<file path="config.mk">
export PLATFORM = sky130hd
export DESIGN_NAME = asf_flags
export DESIGN_NICKNAME = d
export VERILOG_FILES = /design/src/hw/asf_pkg.sv /design/src/hw/asf_preset_cmp.sv /design/src/hw/asf_flags.sv
export SDC_FILE = /design/constraint.sdc
export NUM_CORES = 2
export LEC_CHECK = 0
export BUFFER_PORTS_ARGS = -buffer_cell sky130_fd_sc_hd__buf_2
export CORE_UTILIZATION = 65
export DETAILED_ROUTE_END_ITERATION = 16
export PLACE_DENSITY = 0.84
export SYNTH_ARGS = -nofsm -noshare
export SYNTH_HDL_FRONTEND = slang
export SYNTH_SLANG_ARGS = --single-unit
</file>
<file path="constraint.sdc">
create_clock -name clk_i -period 6.55 [get_ports clk_i]
set_input_delay 0 -clock clk_i [delete_from_list [all_inputs] [get_ports clk_i]]
set_output_delay 0 -clock clk_i [all_outputs]
set_load 0.005 [all_outputs]
</file>
<file path="src/hw/asf_pkg.sv">
// Package for the accumulator status flag block: widths, opcodes,
// register map, flag bit positions and user-memory ranges.
// Assumes a single clock domain and an APB master with 32-bit data.
`default_nettype none

package asf_pkg;

  ////////////////////////////////////////////////////////////////////////////
  // Widths
  localparam int unsigned ACC_W = 32;
  localparam int unsigned HALF_W = 16;
  localparam int unsigned NIB_W = 4;
  localparam int unsigned NIB_N = ACC_W / NIB_W;
  localparam int unsigned NUM_PRESETS = 24;
  localparam int unsigned IDX_W = 5;
  localparam int unsigned MODE_W = 8;
  localparam int unsigned ADDR_W = 12;
  localparam int unsigned IDX_LSB = 2;

  ////////////////////////////////////////////////////////////////////////////
  // Operations reported by the execution unit
  typedef enum logic [3:0] {
    OP_NONE     = 4'h0,
    OP_LOAD     = 4'h1,
    OP_LOAD_BCD = 4'h2,
    OP_LOAD_OCT = 4'h3,
    OP_CMP      = 4'h4,
    OP_ADD16    = 4'h5,
    OP_ADD32    = 4'h6,
    OP_SUB16    = 4'h7,
    OP_SUB32    = 4'h8
  } asf_op_t;

  ////////////////////////////////////////////////////////////////////////////
  // Register map (byte addresses)
  localparam logic [ADDR_W-1:0] OFS_FLAGS = 12'h000;
  localparam logic [ADDR_W-1:0] OFS_ACC = 12'h004;
  localparam logic [ADDR_W-1:0] OFS_MODE = 12'h008;
  localparam logic [ADDR_W-1:0] OFS_EQ = 12'h00c;
  localparam logic [ADDR_W-1:0] OFS_PRESET = 12'h040;
  localparam logic [ADDR_W-1:0] OFS_PRESET_END = 12'h0a0;

  // Flag word bit positions
  localparam int unsigned FB_LT = 0;
  localparam int unsigned FB_EQ = 1;
  localparam int unsigned FB_GT = 2;
  localparam int unsigned FB_ZERO = 3;
  localparam int unsigned FB_HBORROW = 4;
  localparam int unsigned FB_BORROW = 5;
  localparam int unsigned FB_HCARRY = 6;
  localparam int unsigned FB_CARRY = 7;
  localparam int unsigned FB_SIGN = 8;
  localparam int unsigned FB_OCTAL = 9;
  localparam int unsigned FB_OVF = 10;
  localparam int unsigned FB_DATA = 11;
  localparam int unsigned FB_LZERO = 12;
  localparam int unsigned FB_PULSE = 13;

  ////////////////////////////////////////////////////////////////////////////
  // Reset values and codes
  localparam logic [ACC_W-1:0] ACC_RST = 32'h0000_0000;
  localparam logic [MODE_W-1:0] MODE_RST = 8'h00;
  localparam logic [MODE_W-1:0] MODE_EQ_CNT = 8'h0a;
  localparam logic [NIB_W-1:0] OCT_MAX = 4'h7;
  localparam logic [NIB_W-1:0] BCD_MAX = 4'h9;

  // Valid user-memory word ranges for pointers (octal 2000-2377, 4000-4177,
  // 7630-7647 as binary word addresses)
  localparam logic [ADDR_W-1:0] RAM_LO = 12'h400;
  localparam logic [ADDR_W-1:0] RAM_HI = 12'h4ff;
  localparam logic [ADDR_W-1:0] EE_LO = 12'h800;
  localparam logic [ADDR_W-1:0] EE_HI = 12'h87f;
  localparam logic [ADDR_W-1:0] EE2_LO = 12'hf98;
  localparam logic [ADDR_W-1:0] EE2_HI = 12'hfa7;

endpackage : asf_pkg

`default_nettype wire

</file>
<file path="src/hw/asf_preset_cmp.sv">
// Preset slot storage and the counter equality comparators.
// Assumes the caller keeps write and read indices below the slot count.
`default_nettype none

module asf_preset_cmp
  import asf_pkg::*;
(
  // Clock and reset
  input wire logic clk_i,
  input wire logic srst_i,
  input wire logic ce_i,
  // Slot access
  input wire logic wr_en_i,
  input wire logic [IDX_W-1:0] wr_idx_i,
  input wire logic [ACC_W-1:0] wr_data_i,
  input wire logic [IDX_W-1:0] rd_idx_i,
  output logic [ACC_W-1:0] rd_data_o,
  // Compare
  input wire logic enable_i,
  input wire logic [ACC_W-1:0] value_i,
  output logic [NUM_PRESETS-1:0] equal_o
);

  logic [ACC_W-1:0] preset_q [NUM_PRESETS];

  always_comb begin
    rd_data_o = ACC_RST;
    if (32'(rd_idx_i) < NUM_PRESETS) begin
      rd_data_o = preset_q[rd_idx_i];
    end
  end

  ////////////////////////////////////////////////////////////////////////////
  // One slot and one comparator per entry
  for (genvar g = 0; g < NUM_PRESETS; g++) begin : g_slot
    always_ff @(posedge clk_i) begin
      if (srst_i) begin
        preset_q[g] <= ACC_RST;
      end else if (ce_i && wr_en_i && (32'(wr_idx_i) == g)) begin
        preset_q[g] <= wr_data_i;
      end
    end

    // Registered so the flags never glitch with the counter
    always_ff @(posedge clk_i) begin
      if (srst_i) begin
        equal_o[g] <= 1'b0;
      end else if (ce_i) begin
        equal_o[g] <= enable_i && (value_i == preset_q[g]);
      end
    end
  end

endmodule : asf_preset_cmp

`default_nettype wire

</file>
<file path="src/hw/asf_flags.sv">
// Accumulator status flags, fast-input pulse catch and counter equality
// flags, with an APB slave for readback and preset/mode setup.
// Assumes the execution unit pulses op_valid_i once per finished
// instruction and scan_end_i once per scan, all synchronous to clk_i.
//
// The implementer's own choices: register access over APB and the address map.
`default_nettype none

module asf_flags
  import asf_pkg::*;
(
  // Clock, reset, enable
  input wire logic clk_i,
  input wire logic srst_i,
  input wire logic ce_i,
  // APB slave
  input wire logic [ADDR_W-1:0] paddr_i,
  input wire logic psel_i,
  input wire logic penable_i,
  input wire logic pwrite_i,
  input wire logic [ACC_W-1:0] pwdata_i,
  output logic [ACC_W-1:0] prdata_o,
  output logic pready_o,
  output logic pslverr_o,
  // Execution unit
  input wire logic op_valid_i,
  input wire asf_op_t op_i,
  input wire logic [ACC_W-1:0] operand_i,
  input wire logic ptr_chk_i,
  input wire logic [ADDR_W-1:0] ptr_addr_i,
  // Fast I/O unit
  input wire logic fast_input_zero_i,
  input wire logic scan_end_i,
  input wire logic [ACC_W-1:0] ctr_value_i,
  // Accumulator and flags
  output logic [ACC_W-1:0] acc_o,
  output logic less_than_flag_o,
  output logic equal_flag_o,
  output logic greater_than_flag_o,
  output logic zero_result_flag_o,
  output logic half_borrow_flag_o,
  output logic borrow_flag_o,
  output logic half_carry_flag_o,
  output logic carry_flag_o,
  output logic sign_flag_o,
  output logic invalid_octal_flag_o,
  output logic overflow_flag_o,
  output logic data_error_flag_o,
  output logic load_zero_flag_o,
  output logic pulse_catch_flag_o,
  output logic [NUM_PRESETS-1:0] counter_equal_flag_o
);

  ////////////////////////////////////////////////////////////////////////////
  // Declarations
  logic [ACC_W-1:0] acc_q, acc_d;
  logic res_wr, is_cmp, is_load;
  logic [HALF_W:0] sum16, dif16;
  logic [ACC_W:0] sum32, dif32;
  logic [NIB_N-1:0] oct_bad, bcd_bad;
  logic ovf_d, ptr_ok, fast_prev_q, seen_q, pulse_now;
  logic in_preset, addr_bad, ro_hit, apb_setup, apb_wr;
  logic [MODE_W-1:0] mode_q;
  logic [ACC_W-1:0] flags_word, rd_mux, preset_rd;
  logic [ADDR_W-1:0] preset_off;
  logic [IDX_W-1:0] preset_idx;

  ////////////////////////////////////////////////////////////////////////////
  // Arithmetic
  assign sum16 = {1'b0, acc_q[HALF_W-1:0]} + {1'b0, operand_i[HALF_W-1:0]};
  assign dif16 = {1'b0, acc_q[HALF_W-1:0]} - {1'b0, operand_i[HALF_W-1:0]};
  assign sum32 = {1'b0, acc_q} + {1'b0, operand_i};
  assign dif32 = {1'b0, acc_q} - {1'b0, operand_i};

  always_comb begin
    acc_d = acc_q;
    res_wr = 1'b0;
    ovf_d = 1'b0;
    is_cmp = 1'b0;
    is_load = 1'b0;
    if (op_valid_i) begin
      unique case (op_i)
        OP_LOAD, OP_LOAD_BCD, OP_LOAD_OCT: begin
          acc_d = operand_i;
          res_wr = 1'b1;
          is_load = 1'b1;
        end
        OP_CMP: is_cmp = 1'b1;
        OP_ADD16: begin
          // 16-bit ops leave the upper half clear
          acc_d = {{HALF_W{1'b0}}, sum16[HALF_W-1:0]};
          res_wr = 1'b1;
          ovf_d = (acc_q[HALF_W-1] == operand_i[HALF_W-1]) &&
                  (sum16[HALF_W-1] != acc_q[HALF_W-1]);
        end
        OP_ADD32: begin
          acc_d = sum32[ACC_W-1:0];
          res_wr = 1'b1;
          ovf_d = (acc_q[ACC_W-1] == operand_i[ACC_W-1]) &&
                  (sum32[ACC_W-1] != acc_q[ACC_W-1]);
        end
        OP_SUB16: begin
          acc_d = {{HALF_W{1'b0}}, dif16[HALF_W-1:0]};
          res_wr = 1'b1;
          ovf_d = (acc_q[HALF_W-1] != operand_i[HALF_W-1]) &&
                  (dif16[HALF_W-1] != acc_q[HALF_W-1]);
        end
        OP_SUB32: begin
          acc_d = dif32[ACC_W-1:0];
          res_wr = 1'b1;
          ovf_d = (acc_q[ACC_W-1] != operand_i[ACC_W-1]) &&
                  (dif32[ACC_W-1] != acc_q[ACC_W-1]);
        end
        default: ;
      endcase
    end
  end

  always_ff @(posedge clk_i) begin
    if (srst_i) begin
      acc_q <= ACC_RST;
    end else if (ce_i) begin
      acc_q <= acc_d;
    end
  end

  assign acc_o = acc_q;

  ////////////////////////////////////////////////////////////////////////////
  // Operand digit checks, one per nibble
  for (genvar g = 0; g < NIB_N; g++) begin : g_nib
    assign oct_bad[g] = operand_i[g*NIB_W +: NIB_W] > OCT_MAX;
    assign bcd_bad[g] = operand_i[g*NIB_W +: NIB_W] > BCD_MAX;
  end

  assign ptr_ok = ((ptr_addr_i >= RAM_LO) && (ptr_addr_i <= RAM_HI)) ||
                  ((ptr_addr_i >= EE_LO) && (ptr_addr_i <= EE_HI)) ||
                  ((ptr_addr_i >= EE2_LO) && (ptr_addr_i <= EE2_HI));

  ////////////////////////////////////////////////////////////////////////////
  // Compare flags
  always_ff @(posedge clk_i) begin
    if (srst_i) begin
      less_than_flag_o <= 1'b0;
      equal_flag_o <= 1'b0;
      greater_than_flag_o <= 1'b0;
    end else if (ce_i && is_cmp) begin
      less_than_flag_o <= acc_q < operand_i;
      equal_flag_o <= acc_q == operand_i;
      greater_than_flag_o <= acc_q > operand_i;
    end
  end

  ////////////////////////////////////////////////////////////////////////////
  // Result and load flags
  always_ff @(posedge clk_i) begin
    if (srst_i) begin
      zero_result_flag_o <= 1'b0;
    end else if (ce_i && res_wr) begin
      zero_result_flag_o <= acc_d == ACC_RST;
    end
  end

  always_ff @(posedge clk_i) begin
    if (srst_i) begin
      load_zero_flag_o <= 1'b0;
    end else if (ce_i && is_load) begin
      load_zero_flag_o <= operand_i == ACC_RST;
    end
  end

  // Tracks the accumulator every cycle, not just on completion
  always_ff @(posedge clk_i) begin
    if (srst_i) begin
      sign_flag_o <= 1'b0;
    end else if (ce_i) begin
      sign_flag_o <= acc_d[ACC_W-1];
    end
  end

  ////////////////////////////////////////////////////////////////////////////
  // Carry, borrow and overflow flags
  always_ff @(posedge clk_i) begin
    if (srst_i) begin
      half_carry_flag_o <= 1'b0;
      carry_flag_o <= 1'b0;
      half_borrow_flag_o <= 1'b0;
      borrow_flag_o <= 1'b0;
    end else if (ce_i && op_valid_i) begin
      if (op_i == OP_ADD16) half_carry_flag_o <= sum16[HALF_W];
      if (op_i == OP_ADD32) carry_flag_o <= sum32[ACC_W];
      if (op_i == OP_SUB16) half_borrow_flag_o <= dif16[HALF_W];
      if (op_i == OP_SUB32) borrow_flag_o <= dif32[ACC_W];
    end
  end

  always_ff @(posedge clk_i) begin
    if (srst_i) begin
      overflow_flag_o <= 1'b0;
    end else if (ce_i && res_wr && !is_load) begin
      overflow_flag_o <= ovf_d;
    end
  end

  ////////////////////////////////////////////////////////////////////////////
  // Operand format flags
  always_ff @(posedge clk_i) begin
    if (srst_i) begin
      data_error_flag_o <= 1'b0;
    end else if (ce_i && op_valid_i && (op_i == OP_LOAD_BCD)) begin
      data_error_flag_o <= |bcd_bad;
    end
  end

  // A pointer check and an octal load in one cycle both count
  always_ff @(posedge clk_i) begin
    if (srst_i) begin
      invalid_octal_flag_o <= 1'b0;
    end else if (ce_i && (ptr_chk_i || (op_valid_i && (op_i == OP_LOAD_OCT)))) begin
      invalid_octal_flag_o <= (ptr_chk_i && !ptr_ok) ||
        (op_valid_i && (op_i == OP_LOAD_OCT) && (|oct_bad));
    end
  end

  ////////////////////////////////////////////////////////////////////////////
  // Pulse catch on the first fast input
  assign pulse_now = fast_input_zero_i && !fast_prev_q;

  always_ff @(posedge clk_i) begin
    if (srst_i) begin
      fast_prev_q <= 1'b0;
    end else if (ce_i) begin
      fast_prev_q <= fast_input_zero_i;
    end
  end

  // An edge on the strobe cycle goes straight into this scan's flag
  always_ff @(posedge clk_i) begin
    if (srst_i) begin
      seen_q <= 1'b0;
    end else if (ce_i) begin
      if (scan_end_i) seen_q <= 1'b0;
      else if (pulse_now) seen_q <= 1'b1;
    end
  end

  always_ff @(posedge clk_i) begin
    if (srst_i) begin
      pulse_catch_flag_o <= 1'b0;
    end else if (ce_i && scan_end_i) begin
      pulse_catch_flag_o <= seen_q || pulse_now;
    end
  end

  ////////////////////////////////////////////////////////////////////////////
  // Counter preset slots and equality flags
  asf_preset_cmp asf_preset_cmp_i (
    .clk_i(clk_i),
    .srst_i(srst_i),
    .ce_i(ce_i),
    .wr_en_i(apb_wr && in_preset),
    .wr_idx_i(preset_idx),
    .wr_data_i(pwdata_i),
    .rd_idx_i(preset_idx),
    .rd_data_o(preset_rd),
    .enable_i(mode_q == MODE_EQ_CNT),
    .value_i(ctr_value_i),
    .equal_o(counter_equal_flag_o)
  );

  always_ff @(posedge clk_i) begin
    if (srst_i) begin
      mode_q <= MODE_RST;
    end else if (ce_i && apb_wr && (paddr_i == OFS_MODE)) begin
      mode_q <= pwdata_i[MODE_W-1:0];
    end
  end

  ////////////////////////////////////////////////////////////////////////////
  // APB decode
  assign preset_off = paddr_i - OFS_PRESET;
  assign preset_idx = preset_off[IDX_LSB +: IDX_W];
  assign in_preset = (paddr_i >= OFS_PRESET) && (paddr_i < OFS_PRESET_END);
  assign ro_hit = (paddr_i == OFS_FLAGS) || (paddr_i == OFS_ACC) ||
                  (paddr_i == OFS_EQ);
  assign apb_setup = psel_i && !penable_i && !pready_o;
  assign apb_wr = psel_i && penable_i && pready_o && pwrite_i && !pslverr_o;

  always_comb begin
    flags_word = ACC_RST;
    flags_word[FB_LT] = less_than_flag_o;
    flags_word[FB_EQ] = equal_flag_o;
    flags_word[FB_GT] = greater_than_flag_o;
    flags_word[FB_ZERO] = zero_result_flag_o;
    flags_word[FB_HBORROW] = half_borrow_flag_o;
    flags_word[FB_BORROW] = borrow_flag_o;
    flags_word[FB_HCARRY] = half_carry_flag_o;
    flags_word[FB_CARRY] = carry_flag_o;
    flags_word[FB_SIGN] = sign_flag_o;
    flags_word[FB_OCTAL] = invalid_octal_flag_o;
    flags_word[FB_OVF] = overflow_flag_o;
    flags_word[FB_DATA] = data_error_flag_o;
    flags_word[FB_LZERO] = load_zero_flag_o;
    flags_word[FB_PULSE] = pulse_catch_flag_o;
  end

  always_comb begin
    rd_mux = ACC_RST;
    addr_bad = 1'b0;
    if (paddr_i[IDX_LSB-1:0] != '0) begin
      addr_bad = 1'b1;
    end else if (paddr_i == OFS_FLAGS) begin
      rd_mux = flags_word;
    end else if (paddr_i == OFS_ACC) begin
      rd_mux = acc_q;
    end else if (paddr_i == OFS_MODE) begin
      rd_mux = {{(ACC_W-MODE_W){1'b0}}, mode_q};
    end else if (paddr_i == OFS_EQ) begin
      rd_mux = {{(ACC_W-NUM_PRESETS){1'b0}}, counter_equal_flag_o};
    end else if (in_preset) begin
      rd_mux = preset_rd;
    end else begin
      addr_bad = 1'b1;
    end
  end

  // One wait-free access phase; answer registered at the setup edge
  always_ff @(posedge clk_i) begin
    if (srst_i) begin
      pready_o <= 1'b0;
      pslverr_o <= 1'b0;
      prdata_o <= ACC_RST;
    end else if (ce_i) begin
      if (apb_setup) begin
        pready_o <= 1'b1;
        pslverr_o <= addr_bad || (pwrite_i && ro_hit);
        prdata_o <= pwrite_i ? ACC_RST : rd_mux;
      end else begin
        pready_o <= 1'b0;
        pslverr_o <= 1'b0;
        prdata_o <= ACC_RST;
      end
    end
  end

endmodule : asf_flags

`default_nettype wire

</file>
==> run summary <==
status = finished clean
Final #Nets = 4,795
CP startpoint kind = register
max_slew headroom = 3.55%
Detailed Routing Iterations Pass 1 = 9
DRC viols = 0
max-slew violations = 0
CTS tree = built
gate count of the mapped netlist = 4,506
root buffer cell = clkbuf_16
NetSw = 3.93 mW
Top-Level Pins = 238
share of post-route cells with drive strength above 1 = 17.1%
CP arrival = 5.64 ns
Compound-Gate Fraction of Synth Area = 6.98%
Post-synth EDFFs = 768
TNS Setup = 0 ns
initial antenna violation count = 26
Yosys top cell area share = 43.7%
Sw Share = 28.1%
fmax = 0.199 GHz
CP max stage cell = dfxtp_1
Pleak = 23.0 nW
worst reg2reg path depth = 14
placed wire-length estimate = 136 mm
async set-reset flop share out of synthesis = 0%
Worst-path clk slew = 0.06 ns
clk_lat worst skew = 0.69 ns
critical path cell sequence = ha_1 -> a21oi_1 -> o211ai_1 -> a2bb2oi_1 -> a31oi_2 -> o21ai_1 -> a31oi_1 -> xnor2_1 -> a222oi_1 -> and3_1 -> and3_1 -> a31oi_1 -> o31ai_2 -> dlygate4sd3_1
CTS buffer count = 96
worst min path class = primary input to register
synth warn = 0
cell area after synthesis = 52,700 µm²
Critical R2R Launch = acc_o[14]$_SDFFE_PP0P_
fill count = 5,384
Worst Path Max Fanout = 8
vias in the first global route = 39,200
hold depth = 3
Max H-tree Level = 3
WHS = 0.0464 ns
clock buffer depth = 3
Port Buf Inserts = 234
Slew @ Worst Pin = 1.44 ns
P_int = 10.1 mW
synth unique cells = 90
multi-input logic area = 25,900 µm²
Critical Path RT = 7.17 ns
WP buf/inv = 1
Initial Util = 65.6%
Synth area leaders = edfxtp_1 (44%), xor2_1 (13%), mux4_2 (9.6%), and2_1 (9.2%), dfxtp_1 (4.3%)
max_cap viols = 0
All-Layer GR Usage = 49.3%
average routed wire per standard cell = 35.6 µm
setup bufs post-CTS = 0
critical path class = register to register
Resized Gates After CTS = 0
first-pass GRT wire length = 284 mm
period utilization = 76.6%
clock group share of total power = 40.0%
top post-synthesis cells by count = and2_1 (774), xor2_1 (774), edfxtp_1 (768)
hold endpoint = mode_q[1]$_SDFFE_PP0P_
largest family of logic cells by synthesized area = simple AND/OR/NAND/NOR gates
Finish-stage setup viols = 0
Site Rows = 104
register share of total power = 45.8%
Max stage delay on crit path = 0.62 ns
final hold vios = 0
post-route ant nets = 0
reg2reg setup slack = 1.53 ns
GP Congestion = 1.05
die area = 82,200 µm²
Routed WL = 204 mm
area grow syn2layout = 11.0%
syn avg cell area = 11.7 µm²
total power = 14.0 mW
vias = 41,200
simple-gate share of the synthesized area = 16.5%
largest net degree at the start of global routing = 95
worst vdd ir = 0.235 mV
Synth Area in Adders = 1.62%
Die X-Extent = 287 µm
GRT overflow = 0
worst r2r dst = zero_result_flag_o$_SDFFE_PP0P_
die height = 287 µm
CP Capture Type = register
core box area = 80,400 µm²
Post-Synth XOR/XNOR Area = 13.0%
initial drt markers = 7,169
synthesized net count = 4,707
register area = 25,300 µm²
sequential share of the synthesized area = 48.0%
CTS Sinks = 881
Comb pwr share = 14.1%
leading area contributor after synthesis = edfxtp_1
multiplexer area fraction after synthesis = 10.5%
routed vias/inst = 7.18
post-route minimum period = 5.02 ns
RSZ-0062 raised after global routing = false
Top FF cell, synth = edfxtp_1
skew final = 0.0268 ns
CP top delay family = compound AO/OA/AOI/OAI gates
Hold Startpoint = pwdata_i[1]
#FFs+latches synth = 881
pwr dens = 239 nW/µm²
==> timing repair <==
item                       in CTS  in global routing
setup endpoints to repair       0                  0
hold buffers                   65                  0
hold endpoints to repair       99                  0
==> logic make-up (layout without fill, tap and decap cells) <==
family                     count (synthesis)  count (layout)
AOI/OAI and AO/OA                        541             541
xor gates and xnor gates                 783             783
adders and majority gates                 67              67
buffers and inverters                    456             623
DFF                                      881             881
muxes                                    270             270
other                                      0               8
and+or+nand+nor                         1508            1508
==> per-stage QoR <==
step                      util, %  setup WS, ns  instance area [µm²]  std cells
final                        72.8          1.53                58500       5741
after global routing         72.8          1.33                58500       5735
after CTS                    72.8          1.67                58500       5733
after detailed placement     68.0          2.21                54700       5491
after global placement       68.0          2.25                54700       5491
after floorplan                 -          3.00                52700       4506
==> flip-flops by register name, summed over array words and instances (netlist names), 8 cells and up <==
name,count
asf_preset_cmp_i.equal_o,24
prdata_o,32
mode_q,8
asf_preset_cmp_i.preset_q,768
acc_o,32
==> per-layer routing <==
layer / GRT usage, % / share of wire (%) / up-vias
met3: 18.6 / 17 / 945
met2: 70.5 / 41 / 4014
met5: 0.581 / 0.12 / -
met1: 61.3 / 32 / 19700
li1: - / - / 16500
met4: 35.8 / 9.5 / 26
==> cells in the final DEF (no fill, tap or decap), types with 33 or more instances in the layout <==
cell	count
and2_1	774
xor2_1	774
edfxtp_1	768
buf_2	231
mux4_2	224
nor4_1	214
nor2_1	199
a21oi_1	147
dfxtp_1	113
clkbuf_16	97
nand2_1	82
a22oi_1	81
buf_4	75
ha_1	65
dlygate4sd3_1	65
inv_1	64
nand4_1	64
o21ai_0	59
nor3_1	57
a211oi_1	33
==> cell type report <==
type	instances	area share (%)
multi-input cells	3169	44.3
flip-flops and latches	881	43.3
diodes	8	0.0342
inverters	71	0.455
well taps	1060	2.27
clock buffers	122	4.42
repair buffers	375	4.17
clock inverters	55	1.07
==> power groups by stage <==
stage / sequential, mW / clock, mW / combinational, mW
finish: 6.41 / 5.60 / 1.98
global route: 6.42 / 5.74 / 1.98
CTS: 6.40 / 5.54 / 1.85
detailed placement: 6.52 / 0 / 1.81
global placement: 6.51 / 0 / 1.80
floorplan: 6.47 / 0 / 1.09
==> worst reg2reg max path, stage by stage (launching register included) <==
cell	delay [ns]
dfxtp_1	0.62
ha_1	0.45
a21oi_1	0.51
o211ai_1	0.17
a2bb2oi_1	0.17
a31oi_2	0.49
o21ai_1	0.31
a31oi_1	0.29
xnor2_1	0.09
a222oi_1	0.39
and3_1	0.21
and3_1	0.18
a31oi_1	0.19
o31ai_2	0.30
dlygate4sd3_1	0.58
==> worst max path at each step <==
stage | startpoint | to | slack (ns) | cells after the start
final | acc_o[14]$_SDFFE_PP0P_ | zero_result_flag_o$_SDFFE_PP0P_ | 1.53 | 14
after CTS | acc_o[14]$_SDFFE_PP0P_ | zero_result_flag_o$_SDFFE_PP0P_ | 1.67 | 14
after global placement | acc_o[14]$_SDFFE_PP0P_ | zero_result_flag_o$_SDFFE_PP0P_ | 2.25 | 13
after floorplan | paddr_i[3] | asf_preset_cmp_i.preset_q[23][0]$_SDFFCE_PN0P_ | 3.00 | 7
after detailed placement | acc_o[14]$_SDFFE_PP0P_ | zero_result_flag_o$_SDFFE_PP0P_ | 2.21 | 13
after global routing | acc_o[14]$_SDFFE_PP0P_ | zero_result_flag_o$_SDFFE_PP0P_ | 1.33 | 14
Power figures use the tool's default switching activity.
